## config.mk

```make
export PLATFORM = sky130hd
export DESIGN_NAME = sensor_output_pin_mux
export DESIGN_NICKNAME = d
export VERILOG_FILES = /design/src/verilog/pin_mux_pkg.sv /design/src/verilog/sensor_output_pin_mux.sv
export SDC_FILE = /design/constraint.sdc
export NUM_CORES = 1
export LEC_CHECK = 0
export ABC_AREA = 1
export BUFFER_PORTS_ARGS = -buffer_cell sky130_fd_sc_hd__buf_2
export CORE_MARGIN = 1
export CORE_UTILIZATION = 54
export CTS_BUF_LIST = sky130_fd_sc_hd__clkbuf_4
export CTS_CLUSTER_DIAMETER = 120
export DETAILED_ROUTE_END_ITERATION = 8
export PLACE_DENSITY = 0.83
export SYNTH_ARGS = -nofsm -noshare
export SYNTH_HDL_FRONTEND = slang
export SYNTH_SLANG_ARGS = --single-unit
```

## constraint.sdc

```tcl
create_clock -name ref_clk -period 3.4 [get_ports ref_clk]
set_input_delay 0.68 -clock ref_clk [delete_from_list [all_inputs] [get_ports ref_clk]]
set_output_delay 0.68 -clock ref_clk [all_outputs]
set_load 0.005 [all_outputs]
```

## src/verilog/pin_mux_pkg.sv

```systemverilog
// Package for the sensor output pin multiplexer.
// Assumes a single 50 MHz reference clock and active-low async reset.
package pin_mux_pkg;

    // ========================================================
    // Clock and timing
    localparam int CLK_HZ        = 50_000_000;
    localparam int START_WIN_MS  = 20;
    localparam int START_WIN_CYC = (START_WIN_MS * (CLK_HZ / 1000));

    // ========================================================
    // Combination numbering
    localparam logic [4:0] COMBO_MIN     = 5'h01;
    localparam logic [4:0] COMBO_MAX     = 5'h1B;
    localparam logic [4:0] COMBO_I2C_MAX = 5'h12;
    localparam logic [4:0] COMBO_RESET   = 5'h00;
    localparam int         COMBO_BITS    = 5;

    // ========================================================
    // Error codes presented on the serial output registers
    localparam logic [7:0] ERR_NONE      = 8'h00;
    localparam logic [7:0] ERR_SIGNATURE = 8'hE1;
    localparam logic [7:0] ERR_PARITY    = 8'hE2;
    localparam logic [7:0] ERR_COMBO     = 8'hE3;

    // Analog levels in diagnostic mode
    localparam logic [14:0] ANA_MAX = 15'h7FFF;
    localparam logic [14:0] ANA_MIN = 15'h0000;

    // ========================================================
    // Function selections per pin
    typedef enum logic [2:0] {
        FN_NONE   = 3'h0,
        FN_ANALOG = 3'h1,
        FN_PULSE  = 3'h2,
        FN_ALARM  = 3'h3,
        FN_SERIAL = 3'h4
    } pin_fn_t;

    // Value sources for the analog output
    typedef enum logic [1:0] {
        SRC_BRIDGE = 2'h0,
        SRC_TEMP1  = 2'h1,
        SRC_TEMP2  = 2'h2
    } src_sel_t;

    // System control states
    typedef enum logic [3:0] {
        ST_INIT  = 4'b0001,
        ST_START = 4'b0010,
        ST_RUN   = 4'b0100,
        ST_DIAG  = 4'b1000
    } sys_state_t;

    // Pin drive group
    typedef struct packed {
        logic mainAnalogEn;
        logic mainPulse;
        logic mainOe;
        logic auxFirst;
        logic auxFirstOe;
        logic auxSecond;
        logic auxSecondOe;
        logic dataOut;
        logic dataOe;
    } pin_drive_t;

    // Module state
    typedef struct packed {
        sys_state_t  state;
        logic [4:0]  combo;
        logic        wireMode;
        logic [20:0] winCnt;
        logic        ctrlError;
        logic [7:0]  errCode;
        logic [14:0] anaLevel;
        pin_drive_t  pins;
        logic        ssSync1;
        logic        ssSync2;
        logic        sdiSync1;
        logic        sdiSync2;
        logic        reqSync1;
        logic        reqSync2;
    } mux_state_t;

endpackage

```

## src/verilog/sensor_output_pin_mux.sv

```systemverilog
// Output pin assignment, start window and error supervision for the
// bridge sensor conditioner. Assumes configuration words arrive stable
// from nonvolatile storage with a load strobe and a precomputed signature.
`timescale 1ns/1ps
module sensor_output_pin_mux
    import pin_mux_pkg::*;
#(
    parameter int START_CYC = pin_mux_pkg::START_WIN_CYC
) (
    // Clock and reset
    input  wire logic                  ref_clk,
    input  wire logic                  rstn,
    // Nonvolatile configuration
    input  wire logic                  cfgLoad,
    input  wire logic [4:0]            cfgCombo,
    input  wire logic                  cfgStartWinEn,
    input  wire logic [15:0]           cfgSignature,
    input  wire logic [15:0]           calcSignature,
    input  wire logic                  regParityErr,
    // Measurement values and comparator results
    input  wire logic [14:0]           bridgeVal,
    input  wire logic [14:0]           temp1Val,
    input  wire logic [14:0]           temp2Val,
    input  wire pin_mux_pkg::src_sel_t analogSrc,
    input  wire logic                  bridgeAlarmFirst,
    input  wire logic                  bridgeAlarmSecond,
    input  wire logic                  pulseFirst,
    input  wire logic                  pulseSecond,
    // Serial interface core
    input  wire logic                  spiSdo,
    input  wire logic                  i2cSdaOut,
    input  wire logic                  i2cSdaOe,
    input  wire logic                  command_mode,
    // Pin inputs
    input  wire logic                  auxSecondIn,
    input  wire logic                  dataIn,
    input  wire logic                  wireReqIn,
    // Pin drive
    output pin_mux_pkg::pin_drive_t    pins,
    output logic [14:0]                analogLevel,
    // Status
    output logic                       ctrlErrorFlag,
    output logic [7:0]                 serialErrCode,
    output logic                       oneWireMode,
    output logic                       spiSelectN,
    output logic                       spiDataIn,
    output logic                       normal_operation_mode
);

    mux_state_t s_q;
    mux_state_t s_d;

    logic       comboValid;
    logic       isSpi;
    logic       cmdSplit;
    logic [14:0] selVal;
    pin_drive_t drv;

    // ========================================================
    // Combination decode
    always_comb begin
        comboValid = (s_q.combo >= COMBO_MIN) && (s_q.combo <= COMBO_MAX);
        isSpi      = comboValid && (s_q.combo > COMBO_I2C_MAX);
        cmdSplit   = isSpi && (s_q.combo != 5'h13) && (s_q.combo != 5'h16)
                     && (s_q.combo != 5'h19);
        case (analogSrc)
            SRC_TEMP1: selVal = temp1Val;
            SRC_TEMP2: selVal = temp2Val;
            default:   selVal = bridgeVal;
        endcase
    end

    // ========================================================
    // Pin routing; offsets within I2C group repeat every six combinations
    always_comb begin
        logic [4:0] k;
        logic [2:0] aux;
        k   = 5'h00;
        aux = 3'h0;
        drv = '0;
        if (s_q.wireMode) begin
            // Main pin belongs to the one-wire link in the start window
            drv.mainOe = 1'b0;
        end else if (comboValid && !isSpi) begin
            k   = 5'(s_q.combo - COMBO_MIN);
            aux = 3'(k % 5'h06);
            drv.mainAnalogEn = (k >= 5'h06) && (k < 5'h0C);
            drv.mainPulse    = pulseSecond;
            drv.mainOe       = (k >= 5'h0C);
            drv.auxFirst     = (aux == 3'h1 || aux == 3'h3) ? bridgeAlarmFirst
                                                            : pulseFirst;
            drv.auxFirstOe   = (aux != 3'h0) && (aux != 3'h2);
            drv.auxSecond    = bridgeAlarmSecond;
            drv.auxSecondOe  = (aux == 3'h2) || (aux == 3'h3) || (aux == 3'h5);
            drv.dataOut      = i2cSdaOut;
            drv.dataOe       = i2cSdaOe;
        end else if (isSpi) begin
            k = 5'(s_q.combo - 5'h13);
            aux = 3'(k % 5'h03);
            drv.mainAnalogEn = (k >= 5'h03) && (k < 5'h06);
            // Command traffic takes the pulse pin away in every SPI pulse combo (0x19 to 0x1B)
            drv.mainOe       = (k >= 5'h06) && !command_mode;
            drv.mainPulse    = pulseSecond;
            drv.auxSecondOe  = 1'b0;
            if (!cmdSplit || command_mode) begin
                drv.auxFirst   = spiSdo;
                drv.auxFirstOe = 1'b1;
            end else begin
                drv.auxFirst   = (aux == 3'h1) ? bridgeAlarmFirst : pulseFirst;
                drv.auxFirstOe = 1'b1;
            end
        end
        // Diagnostic mode forces main and aux pin levels low; enables and the data pin keep their routing
        if (s_q.state == ST_DIAG) begin
            drv.mainPulse  = 1'b0;
            drv.auxFirst   = 1'b0;
            drv.auxSecond  = 1'b0;
        end
    end

    // ========================================================
    // System control sequencing
    always_comb begin
        s_d          = s_q;
        s_d.ssSync1  = auxSecondIn;
        s_d.ssSync2  = s_q.ssSync1;
        s_d.sdiSync1 = dataIn;
        s_d.sdiSync2 = s_q.sdiSync1;
        s_d.reqSync1 = wireReqIn;
        s_d.reqSync2 = s_q.reqSync1;
        s_d.pins     = drv;
        s_d.anaLevel = selVal;
        case (s_q.state)
            ST_INIT: begin
                if (cfgLoad) begin
                    s_d.combo = cfgCombo;
                    if (cfgSignature != calcSignature) begin
                        s_d.state     = ST_DIAG;
                        s_d.ctrlError = 1'b1;
                        s_d.errCode   = ERR_SIGNATURE;
                    end else if (cfgStartWinEn) begin
                        s_d.state    = ST_START;
                        s_d.wireMode = 1'b1;
                        s_d.winCnt   = '0;
                    end else begin
                        s_d.state = ST_RUN;
                    end
                end
            end
            ST_START: begin
                s_d.winCnt = s_q.winCnt + 21'h000001;
                if (s_q.reqSync2) begin
                    // Valid request: stay on the one-wire link
                    s_d.state = ST_RUN;
                end else if (32'(s_q.winCnt) >= START_CYC - 1) begin
                    s_d.state    = ST_RUN;
                    s_d.wireMode = 1'b0;
                end
            end
            ST_RUN: begin
                if (cfgLoad) begin
                    s_d.state    = ST_INIT;
                    s_d.wireMode = 1'b0;
                end else if (!comboValid) begin
                    s_d.state     = ST_DIAG;
                    s_d.ctrlError = 1'b1;
                    s_d.errCode   = ERR_COMBO;
                end
            end
            ST_DIAG: begin
                s_d.wireMode = 1'b0;
            end
            default: s_d.state = ST_INIT;
        endcase
        // Parity watch runs in every state except diagnostic
        if (regParityErr && s_q.state != ST_DIAG) begin
            s_d.state     = ST_DIAG;
            s_d.ctrlError = 1'b1;
            s_d.errCode   = ERR_PARITY;
        end
        if (s_d.state == ST_DIAG) begin
            // Signature fault pegs high, others low
            s_d.anaLevel = (s_d.errCode == ERR_SIGNATURE) ? ANA_MAX : ANA_MIN;
        end
    end

    // ========================================================
    // State register
    always_ff @(posedge ref_clk or negedge rstn) begin
        if (!rstn) begin
            s_q       <= '0;
            s_q.state <= ST_INIT;
            s_q.combo <= COMBO_RESET;
        end else begin
            s_q <= s_d;
        end
    end

    // Outputs straight from flops
    assign pins                  = s_q.pins;
    assign analogLevel           = s_q.anaLevel;
    assign ctrlErrorFlag         = s_q.ctrlError;
    assign serialErrCode         = s_q.errCode;
    assign oneWireMode           = s_q.wireMode;
    assign spiSelectN            = s_q.ssSync2;
    assign spiDataIn             = s_q.sdiSync2;
    assign normal_operation_mode = s_q.state[2]; // One-hot run bit, no decode

endmodule
```

==> results_tabular.tex <==
\begin{tabular}{lr}
\hline
Metric & Value \\
\hline
\multicolumn{2}{l}{\textbf{Yosys}} \\
\quad Fraction of synthesis flops using an asynchronous set or reset pin & 100.0\% \\
\quad Largest cells by area after synthesis & sky130\_fd\_sc\_hd\_\_dfrtp\_1 (37\%), sky130\_fd\_sc\_hd\_\_nand2\_1 (7.2\%), sky130\_fd\_sc\_hd\_\_inv\_1 (6.0\%), sky130\_fd\_sc\_hd\_\_buf\_4 (5.2\%), sky130\_fd\_sc\_hd\_\_ha\_1 (4.1\%) \\
\quad Post-synth top area cell & sky130\_fd\_sc\_hd\_\_dfrtp\_1 \\
\quad Largest family of logic cells by synthesized area & simple AND/OR/NAND/NOR gates \\
\quad Post-synthesis mux area share & 3.256\% \\
\quad Synth Area in Adders & 4.069\% \\
\quad Post-synthesis instance total & 567 \\
\quad Post-Syn Area & 0.004612 mm2 \\
\quad Cell types with the highest counts after synthesis & sky130\_fd\_sc\_hd\_\_nand2\_1 (89), sky130\_fd\_sc\_hd\_\_inv\_1 (74), sky130\_fd\_sc\_hd\_\_dfrtp\_1 (69), sky130\_fd\_sc\_hd\_\_nor2\_1 (47), sky130\_fd\_sc\_hd\_\_o21ai\_0 (33) \\
\quad Number of enable flip-flop cells after synthesis & 0 \\
\quad Share of the synthesized area in the top cell type & 37.44\% \\
\quad Mean Syn Cell Area & 8.134 um2 \\
\quad Number of storage elements in the synthesis netlist & 70 \\
\quad Count of different cell masters after synthesis & 51 \\
\quad Fraction of the mapped netlist area in compound gates & 13.00\% \\
\quad Count leader, synth & sky130\_fd\_sc\_hd\_\_nand2\_1 \\
\quad Area share of and/or/nand/nor cells after synthesis & 24.63\% \\
\quad Xor-xnor portion of the synthesized cell area & 4.368\% \\
\quad Syn Nets & 682 \\
\quad Post-synthesis sequential area ratio & 38.01\% \\
\quad Most frequently used flop master after synthesis & sky130\_fd\_sc\_hd\_\_dfrtp\_1 \\
\quad Yosys warns & 0 \\
\multicolumn{2}{l}{\textbf{Timing}} \\
\quad Final-report setup violation count & 0 \\
\quad Count of pins over their slew limit & 0 \\
\quad Tmin final & 3.189 ns \\
\quad Hold Vio Cnt, Final & 0 \\
\quad Smallest hold slack & 0.3575 ns \\
\quad Final TNS setup & 0 ns \\
\quad Worst Slack Setup Final & 0.2106 ns \\
\quad Period Utilization, post-route & 93.80\% \\
\quad Slew at the pin with the worst max-slew slack & 0.8566 ns \\
\quad Highest clock rate & 313.5 MHz \\
\quad Setup Skew & 0.01319 ns \\
\quad Max-slew headroom & 42.90\% \\
\multicolumn{2}{l}{\textbf{Layout}} \\
\quad Fin area & 0.005408 mm2 \\
\quad Proportion of layout cells with a drive suffix above 1 & 30.92\% \\
\quad Fill cell instance count of the final layout & 729 \\
\quad Number of nets in the layout & 802 \\
\quad Flip-flop and latch area & 0.001754 mm2 \\
\quad Area of the multi-input gates & 0.002327 mm2 \\
\quad Synthesis-to-layout area growth & 17.25\% \\
\quad Non-filler instance count after layout & 797 \\
\quad Number of antenna cells inserted & 0 \\
\quad Final core area utilization & 65.48\% \\
\multicolumn{2}{l}{\textbf{Worst setup path}} \\
\quad Peak per-stage delay on the critical path & 0.47 ns \\
\quad Launch instance of the worst register-to-register path & s\_q[61] \\
\quad Startpoint of the worst setup timing path & s\_q[61] \\
\quad Capture point of the worst path & pins[5] \\
\quad Worst EP arrival & 3.54 ns \\
\quad Worst reg-to-reg path cell count & 26 \\
\quad Worst Path Max Fanout & 5 \\
\quad Crit path kind & reg2reg \\
\quad Master of the slowest instance on the critical path & sky130\_fd\_sc\_hd\_\_dfrtp\_2 \\
\quad Most Frequent Cell on Critical Path & sky130\_fd\_sc\_hd\_\_nand2\_1 \\
\quad Destination of the worst register-to-register timing path & pins[5] \\
\quad Setup crit start kind & flop \\
\quad Required @ worst endpoint & 3.75 ns \\
\quad R2r setup slk & 0.21 ns \\
\quad Category of the worst setup path capture point & flop \\
\multicolumn{2}{l}{\textbf{Clock tree}} \\
\quad CTS Buffer Depth & 2 \\
\quad Number of buffers inserted during clock tree synthesis & 9 \\
\quad Clock H-tree levels & 3 \\
\quad CTS tree & yes \\
\quad Clk sink count & 70 \\
\quad Hold buffer count at cts & 0 \\
\quad Clock latency on the worst-skew pair & 0.42 ns \\
\quad Library cell used as clock root buffer & sky130\_fd\_sc\_hd\_\_clkbuf\_4 \\
\quad CTS clock-pin slew for the worst setup and hold paths & 0.12 ns \\
\multicolumn{2}{l}{\textbf{Detailed routing}} \\
\quad WL per Instance & 12.84 um \\
\quad Number of design-rule violations left by the first detailed-router iteration & 133 \\
\quad Residual DRC count & 0 \\
\quad Final antenna-violating net count & 0 \\
\quad Drt total wl & 10.23 mm \\
\quad Via count & 4154 \\
\quad Average via count per standard cell & 5.212 \\
\quad Number of iterations in the first detailed-routing pass & 4 \\
\multicolumn{2}{l}{\textbf{Floorplanning}} \\
\quad Placement Rows & 33 \\
\quad Initial core utilization & 55.85\% \\
\quad I/O Pins & 137 \\
\quad Horizontal die dimension & 94.42 um \\
\quad Vert. Die Dim & 94.42 um \\
\quad Die area & 0.008914 mm2 \\
\quad Floorplan Core Area & 0.008258 mm2 \\
\multicolumn{2}{l}{\textbf{Placement}} \\
\quad Post-detail-place hpwl & 8.068 mm \\
\quad Final RePlAce weighted congestion & 0.8452 \\
\quad Placed Cells & 775 \\
\quad Number of port buffers & 136 \\
\quad Worst setup slack after placement & 0.03590 ns \\
\quad Cell area after placement & 0.005200 mm2 \\
\multicolumn{2}{l}{\textbf{Power and ir drop}} \\
\quad Worst-case vdd ir drop & 0.4805 mV \\
\quad LEAKAGE & 2.870 nW \\
\quad Design Power & 4.819 mW \\
\quad Power Density & 891.1 mW/mm2 \\
\multicolumn{2}{l}{\textbf{GRT}} \\
\quad Antenna violations before repair & 0 \\
\quad GRT Residual Overflow & 0 \\
\quad Total global routing track utilization & 24.34\% \\
\quad Global-route wire length before repair & 16.84 mm \\
\quad Largest net degree at the start of global routing & 71 \\
\quad Via count of the first global-routing pass & 3961 \\
\multicolumn{2}{l}{\textbf{Hold path}} \\
\quad HP Class & in2reg \\
\multicolumn{2}{l}{\textbf{Run status}} \\
\quad Status & completed \\
\multicolumn{2}{l}{\textbf{Flow run}} \\
\quad Number of max-cap violations & 0 \\
\hline
\end{tabular}
==> final cells by class <==
cell class | instances | area share [%]
Clock buffer | 9 | 1.249
Clock inverter | 7 | 0.7635
Timing Repair Buffer | 148 | 14.25
Inverter | 83 | 5.831
Tap cell | 105 | 2.429
Multi-Input combinational cell | 375 | 43.04
Sequential cell | 70 | 32.44
==> cell usage in the layout, fill, tap and decap left out, types with 3 or more instances in the layout <==
cell type	count
sky130_fd_sc_hd__buf_4	12
sky130_fd_sc_hd__o21ai_0	33
sky130_fd_sc_hd__inv_2	8
sky130_fd_sc_hd__nand3_4	5
sky130_fd_sc_hd__dfrtp_1	68
sky130_fd_sc_hd__nand2_1	87
sky130_fd_sc_hd__nand3_1	26
sky130_fd_sc_hd__inv_1	73
sky130_fd_sc_hd__nand3b_1	3
sky130_fd_sc_hd__a31oi_1	3
sky130_fd_sc_hd__nor4_1	4
sky130_fd_sc_hd__clkinv_2	3
sky130_fd_sc_hd__xor2_1	8
sky130_fd_sc_hd__a22o_1	15
sky130_fd_sc_hd__ha_1	14
sky130_fd_sc_hd__nor3_1	14
sky130_fd_sc_hd__nand2_4	5
sky130_fd_sc_hd__buf_2	136
sky130_fd_sc_hd__mux2i_1	15
sky130_fd_sc_hd__a21oi_1	19
sky130_fd_sc_hd__nand2_2	11
sky130_fd_sc_hd__o22ai_1	3
sky130_fd_sc_hd__o21ai_1	5
sky130_fd_sc_hd__nor2_1	47
sky130_fd_sc_hd__or2_2	4
sky130_fd_sc_hd__clkbuf_4	9
sky130_fd_sc_hd__nor2_4	3
sky130_fd_sc_hd__xnor2_1	14
sky130_fd_sc_hd__nand4_1	11
==> sequential cells by signal, summed over array words and instances, names as in the netlist <==
signal	flops
oneWireMode	1
analogLevel	15
pins	9
s_q	30
normal_operation_mode	1
s_d	3
serialErrCode	8
spiSelectN	1
ctrlErrorFlag	1
spiDataIn	1
==> what timing repair did <==
item                       4_1_cts  5_1_grt
setup endpoints to repair        0        3
buffers inserted                 0        6
gates resized for setup          0       11
==> cells by family (layout without fill, tap and decap cells) <==
logic type                 Yosys count  in the layout
and+or+nand+nor                    229            229
buffers and inverters              122            247
AOI/OAI and AO/OA                   93             93
DFF                                 70             70
xor gates and xnor gates            23             23
adders and majority gates           15             15
muxes                               15             15
==> worst max-delay path, delay by kind of cell (launching register included) <==
family	cells	cell delay [ns]
fa+ha+maj	3	0.61
simple gates	19	1.76
buf+inv	3	0.18
flops	1	0.47
compound gates	1	0.12
==> metal layers <==
metal	part of all wire (%)	vias to the layer above	global-route usage (%)
li1	-	2083	-
met1	40	1913	26.59
met2	52	145	44.99
met3	6.5	13	6.361
met4	1.6	0	8.846
met5	0	-	0
==> where the power goes <==
| part | switching (mW) | leakage, nW | internal (mW) |
|---|---|---|---|
| registers | 0.116 | 0.844 | 1.02 |
| clock network | 0.294 | 0.0568 | 0.143 |
| logic | 1.97 | 1.97 | 1.28 |
| total | 2.38 | 2.87 | 2.44 |
==> worst min path at each step <==
stage / startpoint / endpoint / slack, ns / cells after the start
after CTS: auxSecondIn / s_d[4] / 0.33 / 1
after global routing: auxSecondIn / s_d[4] / 0.33 / 1
after detailed placement: s_d[2] / spiDataIn / 0.33 / 0
after global placement: s_d[2] / spiDataIn / 0.33 / 0
after floorplan: s_d[0] / s_q[0] / 0.33 / 0
final: auxSecondIn / s_d[4] / 0.36 / 1
Note: power is estimated with default switching activity, not from simulation.
